===== src/shared/conversion_run_pkg.sv =====
package conversion_run_pkg;
  // register map
  localparam logic [7:0] ADDR_CTRL = 8'h00;
  localparam logic [7:0] ADDR_STATUS = 8'h01;
  localparam logic [7:0] ADDR_AMP_HI = 8'h02;
  localparam logic [7:0] ADDR_AMP_LO = 8'h03;
  localparam logic [7:0] ADDR_AUX_HI = 8'h04;
  localparam logic [7:0] ADDR_AUX_LO = 8'h05;
  localparam logic [7:0] ADDR_TMP_HI = 8'h06;
  localparam logic [7:0] ADDR_TMP_LO = 8'h07;
  // control fields
  localparam int CTRL_RST_BIT = 6;
  localparam int CTRL_DIAG_LSB = 4;
  localparam int CTRL_RUN_BIT = 3;
  localparam int CTRL_SRC_LSB = 1;
  localparam int CTRL_REP_BIT = 0;
  // status fields
  localparam int STAT_BOOT_BIT = 5;
  localparam int STAT_CLK_BIT = 4;
  localparam int STAT_RDY_BIT = 3;
  localparam int STAT_SAT_BIT = 2;
  localparam int STAT_COEF_BIT = 1;
  localparam int STAT_OFS_BIT = 0;
  // reset values
  localparam logic [1:0] DIAG_RESET = 2'h0;
  localparam logic [1:0] SRC_RESET = 2'h0;
  localparam logic REP_RESET = 1'b0;
  localparam logic BOOT_RESET = 1'b1;
  localparam logic RDY_RESET = 1'b1;
  localparam logic [15:0] RESULT_RESET = 16'h0000;
  localparam logic [9:0] TEMP_RESET = 10'h000;
  // saturation values
  localparam logic [15:0] SAT_POS_VALUE = 16'h7FFF;
  localparam logic [15:0] SAT_NEG_VALUE = 16'h8000;

  typedef enum logic [1:0] {
    DIAG_OFF = 2'b00,
    DIAG_PLUS = 2'b01,
    DIAG_MINUS = 2'b10,
    DIAG_RSVD = 2'b11
  } diag_offset_t;

  typedef enum logic [1:0] {
    SRC_TEMP = 2'b00,
    SRC_AMP = 2'b01,
    SRC_AUX = 2'b10,
    SRC_RSVD = 2'b11
  } input_source_t;

  typedef struct packed {
    logic wr;
    logic rd;
    logic [7:0] addr;
    logic [7:0] wdata;
  } reg_req_t;

  typedef struct packed {
    logic valid;
    logic [1:0] source;
    logic [15:0] value;
    logic sat_pos;
    logic sat_neg;
    logic coef_ovf;
    logic offset_ovf;
  } result_t;
endpackage : conversion_run_pkg


===== src/rtl/measurement_control_status.sv =====
// Notes on behaviour
// - writing one to the reset bit resets the block; reads give zero
// - diagnostic field: 00 off, 01 plus offset, 10 minus, 11 reserved
// - writing one to the run bit starts a conversion
// - run bit reads one while converting, zero when idle
// - single mode clears the run bit when the conversion ends
// - continuous mode: writing zero stops and returns to idle
// - with measurement off, analog power follows the block power setting
// - source field: 00 temperature, 01 amplifier, 10 auxiliary, 11 reserved
// - repeat bit: zero single conversion, one continuous
// - boot flag is one from start of eeprom load until it completes
// - clock flag reads one while the system clock runs
// - new result data clears the not-ready flag
// - reading a result high byte sets the not-ready flag
// - sensitivity overflow sets saturation flag and forces 7fff or 8000 into amplifier and auxiliary results, not temperature
// - coefficient overflow sets the coefficient error flag
// - offset overflow sets the offset error flag
// - reading a result high byte clears the three error flags
// - amplifier result is signed 16 bits at 0x02 high, 0x03 low
// - temperature is 10 bits: byte 0x06 plus top two bits of 0x07
`timescale 1ns/1ps
module measurement_control_status
  import conversion_run_pkg::*;
(
  input wire logic sys_clk,
  input wire logic rst_b,
  input wire reg_req_t reg_req,
  input wire result_t result_in,
  input wire logic boot_done,
  input wire logic sys_clk_running,
  input wire logic [7:0] block_power_setting,
  input wire logic [7:0] seq_power,
  output logic [7:0] reg_rdata_q,
  output logic conv_start_q,
  output logic conv_stop_q,
  output logic sw_reset_q,
  output diag_offset_t sensor_diag_offset_q,
  output input_source_t input_source_select_q,
  output logic repeat_select_q,
  output logic conversion_run_q,
  output logic [7:0] analog_power_q
);

  ////////////////////////////////////////////////////////////////////////
  // decode

  logic wr_ctrl;
  logic soft_rst;
  logic rd_high;
  logic [7:0] ctrl_view;
  logic [7:0] stat_view;

  function automatic logic is_high_byte(input logic [7:0] a);
    return (a == ADDR_AMP_HI) || (a == ADDR_AUX_HI) || (a == ADDR_TMP_HI);
  endfunction : is_high_byte

  assign wr_ctrl = reg_req.wr && (reg_req.addr == ADDR_CTRL);
  assign soft_rst = wr_ctrl && reg_req.wdata[CTRL_RST_BIT];
  assign rd_high = reg_req.rd && is_high_byte(reg_req.addr);

  ////////////////////////////////////////////////////////////////////////
  // clock activity synchroniser

  logic clk_meta_q;
  logic clk_run_q;

  always_ff @(posedge sys_clk or negedge rst_b) begin
    if (!rst_b) begin
      clk_meta_q <= 1'b0;
      clk_run_q <= 1'b0;
    end else begin
      clk_meta_q <= sys_clk_running;
      clk_run_q <= clk_meta_q;
    end
  end

  ////////////////////////////////////////////////////////////////////////
  // control fields

  always_ff @(posedge sys_clk or negedge rst_b) begin
    if (!rst_b) begin
      sensor_diag_offset_q <= DIAG_OFF;
      input_source_select_q <= SRC_TEMP;
      repeat_select_q <= REP_RESET;
    end else if (soft_rst) begin
      sensor_diag_offset_q <= DIAG_OFF;
      input_source_select_q <= SRC_TEMP;
      repeat_select_q <= REP_RESET;
    end else if (wr_ctrl) begin
      sensor_diag_offset_q <=
        diag_offset_t'(reg_req.wdata[CTRL_DIAG_LSB +: 2]);
      input_source_select_q <=
        input_source_t'(reg_req.wdata[CTRL_SRC_LSB +: 2]);
      repeat_select_q <= reg_req.wdata[CTRL_REP_BIT];
    end
  end

  ////////////////////////////////////////////////////////////////////////
  // conversion run control

  always_ff @(posedge sys_clk or negedge rst_b) begin
    if (!rst_b) begin
      conversion_run_q <= 1'b0;
      conv_start_q <= 1'b0;
      conv_stop_q <= 1'b0;
    end else begin
      conv_start_q <= 1'b0;
      conv_stop_q <= 1'b0;
      if (soft_rst) begin
        conversion_run_q <= 1'b0;
        conv_stop_q <= conversion_run_q;
      end else if (wr_ctrl && reg_req.wdata[CTRL_RUN_BIT]) begin
        conversion_run_q <= 1'b1;
        conv_start_q <= 1'b1;
      end else if (wr_ctrl && conversion_run_q && repeat_select_q) begin
        conversion_run_q <= 1'b0;
        conv_stop_q <= 1'b1;
      end else if (conversion_run_q && !repeat_select_q &&
                   result_in.valid) begin
        conversion_run_q <= 1'b0;
      end
    end
  end

  // analog power source selection
  always_ff @(posedge sys_clk or negedge rst_b) begin
    if (!rst_b) begin
      analog_power_q <= 8'h00;
    end else begin
      analog_power_q <= conversion_run_q ? seq_power
                                         : block_power_setting;
    end
  end

  // software reset pulse to the rest of the chip
  always_ff @(posedge sys_clk or negedge rst_b) begin
    if (!rst_b) begin
      sw_reset_q <= 1'b0;
    end else begin
      sw_reset_q <= soft_rst;
    end
  end

  ////////////////////////////////////////////////////////////////////////
  // status flags

  logic boot_q;
  logic not_ready_q;
  logic sat_q;
  logic coef_q;
  logic ofs_q;
  logic sat_evt;

  assign sat_evt = result_in.valid &&
                   (result_in.sat_pos || result_in.sat_neg);

  always_ff @(posedge sys_clk or negedge rst_b) begin
    if (!rst_b) begin
      boot_q <= BOOT_RESET;
    end else if (soft_rst) begin
      boot_q <= BOOT_RESET;
    end else if (boot_done) begin
      boot_q <= 1'b0;
    end
  end

  // new data wins over a simultaneous high byte read
  always_ff @(posedge sys_clk or negedge rst_b) begin
    if (!rst_b) begin
      not_ready_q <= RDY_RESET;
    end else if (soft_rst) begin
      not_ready_q <= RDY_RESET;
    end else if (result_in.valid) begin
      not_ready_q <= 1'b0;
    end else if (rd_high) begin
      not_ready_q <= 1'b1;
    end
  end

  // set wins over read clear
  always_ff @(posedge sys_clk or negedge rst_b) begin
    if (!rst_b) begin
      sat_q <= 1'b0;
      coef_q <= 1'b0;
      ofs_q <= 1'b0;
    end else if (soft_rst) begin
      sat_q <= 1'b0;
      coef_q <= 1'b0;
      ofs_q <= 1'b0;
    end else begin
      sat_q <= sat_evt || (sat_q && !rd_high);
      coef_q <= (result_in.valid && result_in.coef_ovf) ||
                (coef_q && !rd_high);
      ofs_q <= (result_in.valid && result_in.offset_ovf) ||
               (ofs_q && !rd_high);
    end
  end

  ////////////////////////////////////////////////////////////////////////
  // result registers

  logic [15:0] amp_q;
  logic [15:0] aux_q;
  logic [9:0] temp_q;
  logic [15:0] forced;

  always_comb begin
    forced = result_in.value;
    if (result_in.sat_pos) begin
      forced = SAT_POS_VALUE;
    end else if (result_in.sat_neg) begin
      forced = SAT_NEG_VALUE;
    end
  end

  always_ff @(posedge sys_clk or negedge rst_b) begin
    if (!rst_b) begin
      amp_q <= RESULT_RESET;
      aux_q <= RESULT_RESET;
    end else if (soft_rst) begin
      amp_q <= RESULT_RESET;
      aux_q <= RESULT_RESET;
    end else if (result_in.valid) begin
      if (result_in.source == SRC_AMP) begin
        amp_q <= forced;
      end
      if (result_in.source == SRC_AUX) begin
        aux_q <= forced;
      end
    end
  end

  // temperature is also host writable for external sensor values
  always_ff @(posedge sys_clk or negedge rst_b) begin
    if (!rst_b) begin
      temp_q <= TEMP_RESET;
    end else if (soft_rst) begin
      temp_q <= TEMP_RESET;
    end else if (result_in.valid && result_in.source == SRC_TEMP) begin
      temp_q <= result_in.value[9:0];
    end else if (reg_req.wr && reg_req.addr == ADDR_TMP_HI) begin
      temp_q <= {reg_req.wdata, temp_q[1:0]};
    end else if (reg_req.wr && reg_req.addr == ADDR_TMP_LO) begin
      temp_q <= {temp_q[9:2], reg_req.wdata[7:6]};
    end
  end

  ////////////////////////////////////////////////////////////////////////
  // read path

  always_comb begin
    ctrl_view = 8'h00; // reset bit and bit 7 read zero
    ctrl_view[CTRL_DIAG_LSB +: 2] = sensor_diag_offset_q;
    ctrl_view[CTRL_RUN_BIT] = conversion_run_q;
    ctrl_view[CTRL_SRC_LSB +: 2] = input_source_select_q;
    ctrl_view[CTRL_REP_BIT] = repeat_select_q;
    stat_view = 8'h00;
    stat_view[STAT_BOOT_BIT] = boot_q;
    stat_view[STAT_CLK_BIT] = clk_run_q;
    stat_view[STAT_RDY_BIT] = not_ready_q;
    stat_view[STAT_SAT_BIT] = sat_q;
    stat_view[STAT_COEF_BIT] = coef_q;
    stat_view[STAT_OFS_BIT] = ofs_q;
  end

  // status has no write path at all
  always_ff @(posedge sys_clk or negedge rst_b) begin
    if (!rst_b) begin
      reg_rdata_q <= 8'h00;
    end else if (reg_req.rd) begin
      unique case (reg_req.addr)
        ADDR_CTRL: reg_rdata_q <= ctrl_view;
        ADDR_STATUS: reg_rdata_q <= stat_view;
        ADDR_AMP_HI: reg_rdata_q <= amp_q[15:8];
        ADDR_AMP_LO: reg_rdata_q <= amp_q[7:0];
        ADDR_AUX_HI: reg_rdata_q <= aux_q[15:8];
        ADDR_AUX_LO: reg_rdata_q <= aux_q[7:0];
        ADDR_TMP_HI: reg_rdata_q <= temp_q[9:2];
        ADDR_TMP_LO: reg_rdata_q <= {temp_q[1:0], 6'h00};
        default: reg_rdata_q <= 8'h00;
      endcase
    end
  end

  ////////////////////////////////////////////////////////////////////////
  // assertions

  soft_reset_a: assert property (
    @(posedge sys_clk) disable iff (!rst_b)
    soft_rst |=> sw_reset_q && !conversion_run_q && boot_q)
    else $error("soft reset did not take effect");

  run_start_a: assert property (
    @(posedge sys_clk) disable iff (!rst_b)
    wr_ctrl && reg_req.wdata[CTRL_RUN_BIT] && !soft_rst
    |=> conversion_run_q && conv_start_q)
    else $error("conversion did not start");

  run_read_a: assert property (
    @(posedge sys_clk) disable iff (!rst_b)
    reg_req.rd && reg_req.addr == ADDR_CTRL
    |=> reg_rdata_q[CTRL_RUN_BIT] == $past(conversion_run_q)
        && !reg_rdata_q[CTRL_RST_BIT])
    else $error("run bit read wrong");

  single_done_a: assert property (
    @(posedge sys_clk) disable iff (!rst_b)
    conversion_run_q && !repeat_select_q && result_in.valid && !wr_ctrl
    |=> !conversion_run_q)
    else $error("single conversion did not stop");

  cont_stop_a: assert property (
    @(posedge sys_clk) disable iff (!rst_b)
    conversion_run_q && repeat_select_q && wr_ctrl &&
    reg_req.wdata[7:6] == 2'b00 && !reg_req.wdata[CTRL_RUN_BIT]
    |=> !conversion_run_q && conv_stop_q)
    else $error("continuous conversion did not stop");

  power_follow_a: assert property (
    @(posedge sys_clk) disable iff (!rst_b)
    !conversion_run_q |=> analog_power_q == $past(block_power_setting))
    else $error("analog power ignores block setting");

  rdy_cycle_a: assert property (
    @(posedge sys_clk) disable iff (!rst_b)
    result_in.valid && !soft_rst |=> !not_ready_q)
    else $error("not ready flag sequence wrong");

  sat_force_a: assert property (
    @(posedge sys_clk) disable iff (!rst_b)
    result_in.valid && result_in.source == SRC_AMP &&
    result_in.sat_pos && !soft_rst
    |=> amp_q == SAT_POS_VALUE && sat_q && !not_ready_q)
    else $error("positive saturation not forced");

  err_clear_a: assert property (
    @(posedge sys_clk) disable iff (!rst_b)
    rd_high && !result_in.valid && !soft_rst
    |=> !sat_q && !coef_q && !ofs_q && not_ready_q)
    else $error("error flags not cleared by read");

  boot_done_a: assert property (
    @(posedge sys_clk) disable iff (!rst_b)
    boot_done && !soft_rst
    |=> !boot_q ##1 ($past(soft_rst) || !boot_q))
    else $error("boot flag did not clear");

endmodule : measurement_control_status


===== config.mk =====
export PLATFORM = sky130hd
export DESIGN_NAME = measurement_control_status
export DESIGN_NICKNAME = d
export VERILOG_FILES = /design/src/shared/conversion_run_pkg.sv /design/src/rtl/measurement_control_status.sv
export SDC_FILE = /design/constraint.sdc
export NUM_CORES = 1
export LEC_CHECK = 0
export BUFFER_PORTS_ARGS = -buffer_cell sky130_fd_sc_hd__buf_2
export CORE_MARGIN = 5
export CORE_UTILIZATION = 38
export CTS_CLUSTER_DIAMETER = 120
export CTS_CLUSTER_SIZE = 28
export DETAILED_ROUTE_END_ITERATION = 12
export SLEW_MARGIN = 20
export SYNTH_ARGS = -nofsm -noshare
export SYNTH_HDL_FRONTEND = slang
export SYNTH_SLANG_ARGS = --single-unit
export TNS_END_PERCENT = 1

===== constraint.sdc =====
create_clock -name sys_clk -period 1.81 [get_ports sys_clk]
set_clock_uncertainty 0.15 [all_clocks]
set_input_delay 0.2715 -clock sys_clk [delete_from_list [all_inputs] [get_ports sys_clk]]
set_output_delay 0.2715 -clock sys_clk [all_outputs]
set_load 0.05 [all_outputs]

### Word-level counts from Yosys, hierarchy flattened

Cells that the tools add are included.

* output and inout bits: 25
* memories: 0
* bits in read-only memories: 0
* register bits: 74
* bits in latches: 0
* RAM bits: 0

* equal/unequal tests: 10
* reduce and logical (&&, ||, !) cells: 39
* shift operators: 0
* mux-type cells: 37
* multipliers: 0
* bitwise operators: 0
* $add $sub $neg: 0
* div/mod/pow operators: 0
* order comparisons: 0

Operators with widths (count)
* $mux 16: 8
* $pmux 8 s8: 1
* $eq 8x3->1 const B: 4
* $mux 10: 3
* $mux 1: 19
* $logic_and 1x1->1: 17
* $eq 8x2->1 const B: 2
* $mux 2: 5
* $reduce_bool 2->1: 5
* $reduce_bool 3->1: 3
* $eq 8x1->1 const B: 1
* $logic_not 8->1: 1
* $mux 8: 1
* $logic_or 1x1->1: 6
* $reduce_and 2->1: 3
* $reduce_bool 4->1: 1
* $ne 3x3->1 const B: 1
* $eq 2x1->1 const B: 1
* $eq 2x2->1 const B: 1
* $logic_not 1->1: 2
* $logic_not 2->1: 1

### Logic depth before layout (Yosys ltp)

* word-level depth: 8
* depth in mapped cells: 6
* gate-level depth less buffers: 4

### Worst setup path after synthesis

Ideal clock, no wire load.

* path type: in2reg
* start: in reg_req[13] (netlist name)
* end: reg temp_q[8]
* path slack: -0.057 ns
* required time: 1.566 ns
* arrival: 1.623 ns
* stages: 4
* setup time: 0.094 ns
* path through: nor4_1 > nand4_2 > mux2i_1 > a211oi_1

* cells in the longest elaborated chain, start to end: 4

RTL lines
* from (decl): RTL line measurement_control_status.sv:27 `input wire reg_req_t reg_req,`
* $logic_not 8->1: RTL line measurement_control_status.sv:57 `assign wr_ctrl = reg_req.wr && (reg_req.addr == ADDR_CTRL);`
* $logic_and 1x1->1: RTL line measurement_control_status.sv:57
* $logic_and 1x1->1: RTL line measurement_control_status.sv:58 `assign soft_rst = wr_ctrl && reg_req.wdata[CTRL_RST_BIT];`
* $reduce_bool 3->1 (no source line) or $mux 10 (tied branches)
* to (signal assigned): RTL line measurement_control_status.sv:240 `temp_q <= result_in.value[9:0];`
* to (signal assigned): RTL line measurement_control_status.sv:242 `temp_q <= {reg_req.wdata, temp_q[1:0]};`
* to (signal assigned): RTL line measurement_control_status.sv:244 `temp_q <= {temp_q[9:2], reg_req.wdata[7:6]};`
* to (decl): RTL line measurement_control_status.sv:204 `logic [9:0] temp_q;`

Several ways; a longest one is shown, not always the timed one.
A chain may end at the register's enable or synchronous reset.

### Worst setup path after layout

* start: in reg_req[13] (netlist name)
* end: reg temp_q[0]

* cells in the longest elaborated chain, start to end: 5

RTL lines (RTL line)
* $logic_not 8->1: measurement_control_status.sv:57
* $logic_and 1x1->1: measurement_control_status.sv:57
* $logic_and 1x1->1: measurement_control_status.sv:58
* $ne 3x3->1 (no source line) or $reduce_bool 3->1 (tied branches)
* $reduce_and 2->1 (no source line)

Several ways; a longest one is shown, not always the timed one.

==> results.json <==
{
  "finalHoldViolCount": 0,
  "clock.fmax_mhz": 611,
  "ys_seq_area_frac": 0.517,
  "yosys_register_bits": 74,
  "dieArea_um2": 11500,
  "row_count": 35,
  "antenna_cells": 0,
  "p_leak_nw": 2.18,
  "antenna_found_initial": 0,
  "synthArstFlopShare": 1.00,
  "wl_per_cell_um": 17.9,
  "synth_top_area_frac": 0.502,
  "fin_area_um2": 4780,
  "cts_buffer_depth": 2,
  "syn_avg_cell_area_um2": 10.5,
  "numClockSinks": 74,
  "ios": 86,
  "cp-end-kind": "register",
  "grt_pass1_vias": 3340,
  "nets": 523,
  "synth_flop_cell": "dfrtp_1",
  "cts_tree": "done",
  "crit_start": "reg_req[13]",
  "synth_xor_area_frac": 0,
  "htree_levels": 3,
  "synth_top_family_by_area": "compound AO/OA/AOI/OAI gates",
  "ir_worst_vdd_mv": 0.484,
  "synth.mux.area_fraction": 0.103,
  "syn-cell-area_um2": 3590,
  "die_x_um": 107,
  "track_usage": 0.195,
  "drc": 0,
  "finalSetupViolations": 0,
  "r2r-end": "reg_rdata_q[2]",
  "path_cells": "buf_2 > or4_4 > nor3_2 > and4_1 > buf_12 > a211oi_1",
  "path_max_fanout": 27,
  "synth_compound_area_frac": 0.209,
  "path_depth": 6,
  "root_buffer": "clkbuf_8",
  "crit_end": "temp_q[0]",
  "synth-simple-area-share": 0.127,
  "drive_gt1_frac": 0.340,
  "synth_adder_area_share": 0,
  "core_area_um2": 9240,
  "start_kind": "input pin",
  "reg2reg_from": "temp_q[4]",
  "period_minus_slack_ns": 1.64,
  "cap_viol_max_count": 0,
  "clock_latency_ns": 0.36,
  "critPathTopFamily": "simple AND/OR/NAND/NOR gates",
  "gr-total-overflow": 0,
  "slowest_delay_ns": 0.54,
  "hpwl_um": 7790,
  "seq_area_um2": 1860,
  "worst_ep_required_time_ns": 1.87,
  "relSlewSlack": 0.706,
  "report.final.slew_viol_count": 0,
  "critPathBufInv": 2,
  "die_y_um": 107,
  "start_util": 0.388,
  "tightest_slew_ns": 0.441,
  "instances_no_fill": 596,
  "r2r_cells": 5,
  "synth_area_leaders": "dfrtp_1 50%, a211oi_1 8.8%, mux2i_1 5.9%",
  "multi_input_area_um2": 1580,
  "syn_to_final_growth_pct": 33.2,
  "synth_nets": 402,
  "synthCells": 341,
  "rsz0062_at_grt": "no",
  "r2r_slack_ns": 0.20,
  "ant_nets": 0,
  "power_density_nw_per_um2": 827,
  "layout_worst_path_cycle_share": 0.904,
  "ys_warn_count": 0,
  "cp.arrival_ns": 1.70,
  "synth_edf_count": 0,
  "grt_first_pass_wirelength_um": 17500,
  "crit_slowest_cell": "or4_4",
  "hp-class": "in2reg",
  "wirelength_um": 10600,
  "cts_inserted_buffers": 9,
  "first_pass_iters": 4,
  "placedCellCount": 563,
  "drt-vias-per-instance": 5.26,
  "port_buffers": 85,
  "place_area_um2": 4410,
  "clk_pin_slew_ns": 0.08,
  "first_iter_violations": 139,
  "fillers": 857,
  "via_count": 3136,
  "synth_cell_types": 43,
  "outcome": "complete, no violations",
  "grt_max_degree": 32,
  "synth_top_area_cell": "dfrtp_1",
  "gp_congestion": 0.831,
  "crit_type": "in2reg"
}
[cells by family after synthesis]
family / count (synthesis)
and+or+nand+nor: 94
muxes: 34
AOI/OAI and AO/OA: 105
DFF: 74
buffers and inverters: 34
[synthesized netlist by cell type (3+ instances only)]
| cell type | instances |
|---|---|
| nor3_1 | 7 |
| nor2b_1 | 4 |
| a22o_1 | 6 |
| o21ai_0 | 8 |
| nor2_1 | 51 |
| clkbuf_1 | 21 |
| a221oi_1 | 4 |
| mux2i_1 | 21 |
| o2bb2ai_1 | 10 |
| a21oi_1 | 21 |
| a211oi_1 | 42 |
| mux2_2 | 12 |
| nand2b_1 | 6 |
| dfrtp_1 | 72 |
| inv_1 | 4 |
| o31ai_1 | 3 |
| buf_6 | 3 |
| nand4_1 | 3 |
| nand2_1 | 9 |
| buf_2 | 4 |
| and4_1 | 3 |
[timing repair]
action | 4_1_cts | 5_1_grt
hold buffers | 16 | 1
setup buffers | 0 | 0
gates resized for setup | 0 | 1
setup endpoints to repair | 0 | 1
hold endpoints to repair | 33 | 1
[final cells by class]
| cell class | instances | area share |
|---|---|---|
| timing repair buffer | 139 | 0.202 |
| inverter | 5 | 0.00393 |
| tap | 129 | 0.0338 |
| clock buffer | 10 | 0.0267 |
| sequential | 74 | 0.389 |
| multi-input combinational | 233 | 0.331 |
| clock inverter | 6 | 0.0141 |
[registers in the layout, summed over array words and instances (netlist names), 2 cells and up]
name / cells
amp_q: 16
temp_q: 10
aux_q: 16
analog_power_q: 8
input_source_select_q: 2
reg_rdata_q: 8
sensor_diag_offset_q: 2
[per-stage QoR]
step	util	total power [W]	hold slack (ns)	TNS, ns	worst slack [ns]
6_report	0.517	0.00395	0.0139	0	0.174
5_1_grt	0.517	0.00415	0.00900	0	0.127
4_1_cts	0.516	0.00398	0.000107	0	0.0313
3_5_place_dp	0.477	0.00268	0.0923	-8.34	-0.194
3_3_place_gp	0.477	0.00266	0.0896	-6.34	-0.140
2_1_floorplan	-	0.00236	-0.174	-0.0699	-0.0233
[cells in the final DEF, fill, tap and decap left out, types with 2 or more instances in the layout]
| cell | netlist | routed |
|---|---|---|
| and4_1 | 3 | 3 |
| nor2b_1 | 4 | 4 |
| nand3_1 | 2 | 2 |
| o31ai_1 | 3 | 3 |
| o2bb2ai_1 | 10 | 10 |
| nand4_1 | 3 | 3 |
| clkbuf_8 | 0 | 9 |
| dfstp_2 | 2 | 2 |
| nor3_1 | 7 | 7 |
| a221oi_1 | 4 | 4 |
| buf_12 | 0 | 7 |
| dfrtp_1 | 72 | 71 |
| nor2_1 | 51 | 50 |
| buf_2 | 4 | 84 |
| mux2_2 | 12 | 12 |
| a21o_1 | 2 | 2 |
| a211oi_1 | 42 | 42 |
| buf_4 | 1 | 31 |
| inv_1 | 4 | 4 |
| nand2b_1 | 6 | 6 |
| o21ai_0 | 8 | 8 |
| dlygate4sd3_1 | 0 | 17 |
| a22oi_1 | 2 | 2 |
| a22o_1 | 6 | 6 |
| mux2i_1 | 21 | 21 |
| a21oi_1 | 21 | 21 |
| nand2_1 | 9 | 9 |
| clkinvlp_4 | 0 | 2 |
| a32oi_1 | 2 | 2 |
| clkinv_4 | 0 | 2 |
[report_power, final]
part	switching, W	total (W)	leakage (nW)	internal, W
sequential	0.000106	0.00194	0.855	0.00183
clock	0.000632	0.00127	0.0925	0.000639
combinational	0.000389	0.000741	1.23	0.000352
total	0.00113	0.00395	2.18	0.00282
[how the worst min path moves through the flow]
stage	startpoint	end	slack, ns	depth (start not counted)
2_1_floorplan	rst_b	amp_q[0]	-0.17	0
6_report	result_in[1]	coef_q	0.01	3
4_1_cts	result_in[1]	coef_q	0.0001	3
5_1_grt	block_power_setting[0]	analog_power_q[0]	0.009	2
3_3_place_gp	rst_b	aux_q[12]	0.09	1
3_5_place_dp	rst_b	aux_q[12]	0.09	1
[worst min-delay path, stage by stage]
cell and delay [ns]:
buf_2 0.10, nand2_1 0.05, a21oi_1 0.06
[per-layer routing]
layer	wire length (um)	track usage	vias up
met2	5250	0.328	92
li1	-	-	1509
met5	0	0	-
met1	4740	0.257	1525
met4	107	0.0402	0
met3	551	0.0476	10
(Power assumes the default switching activity.)
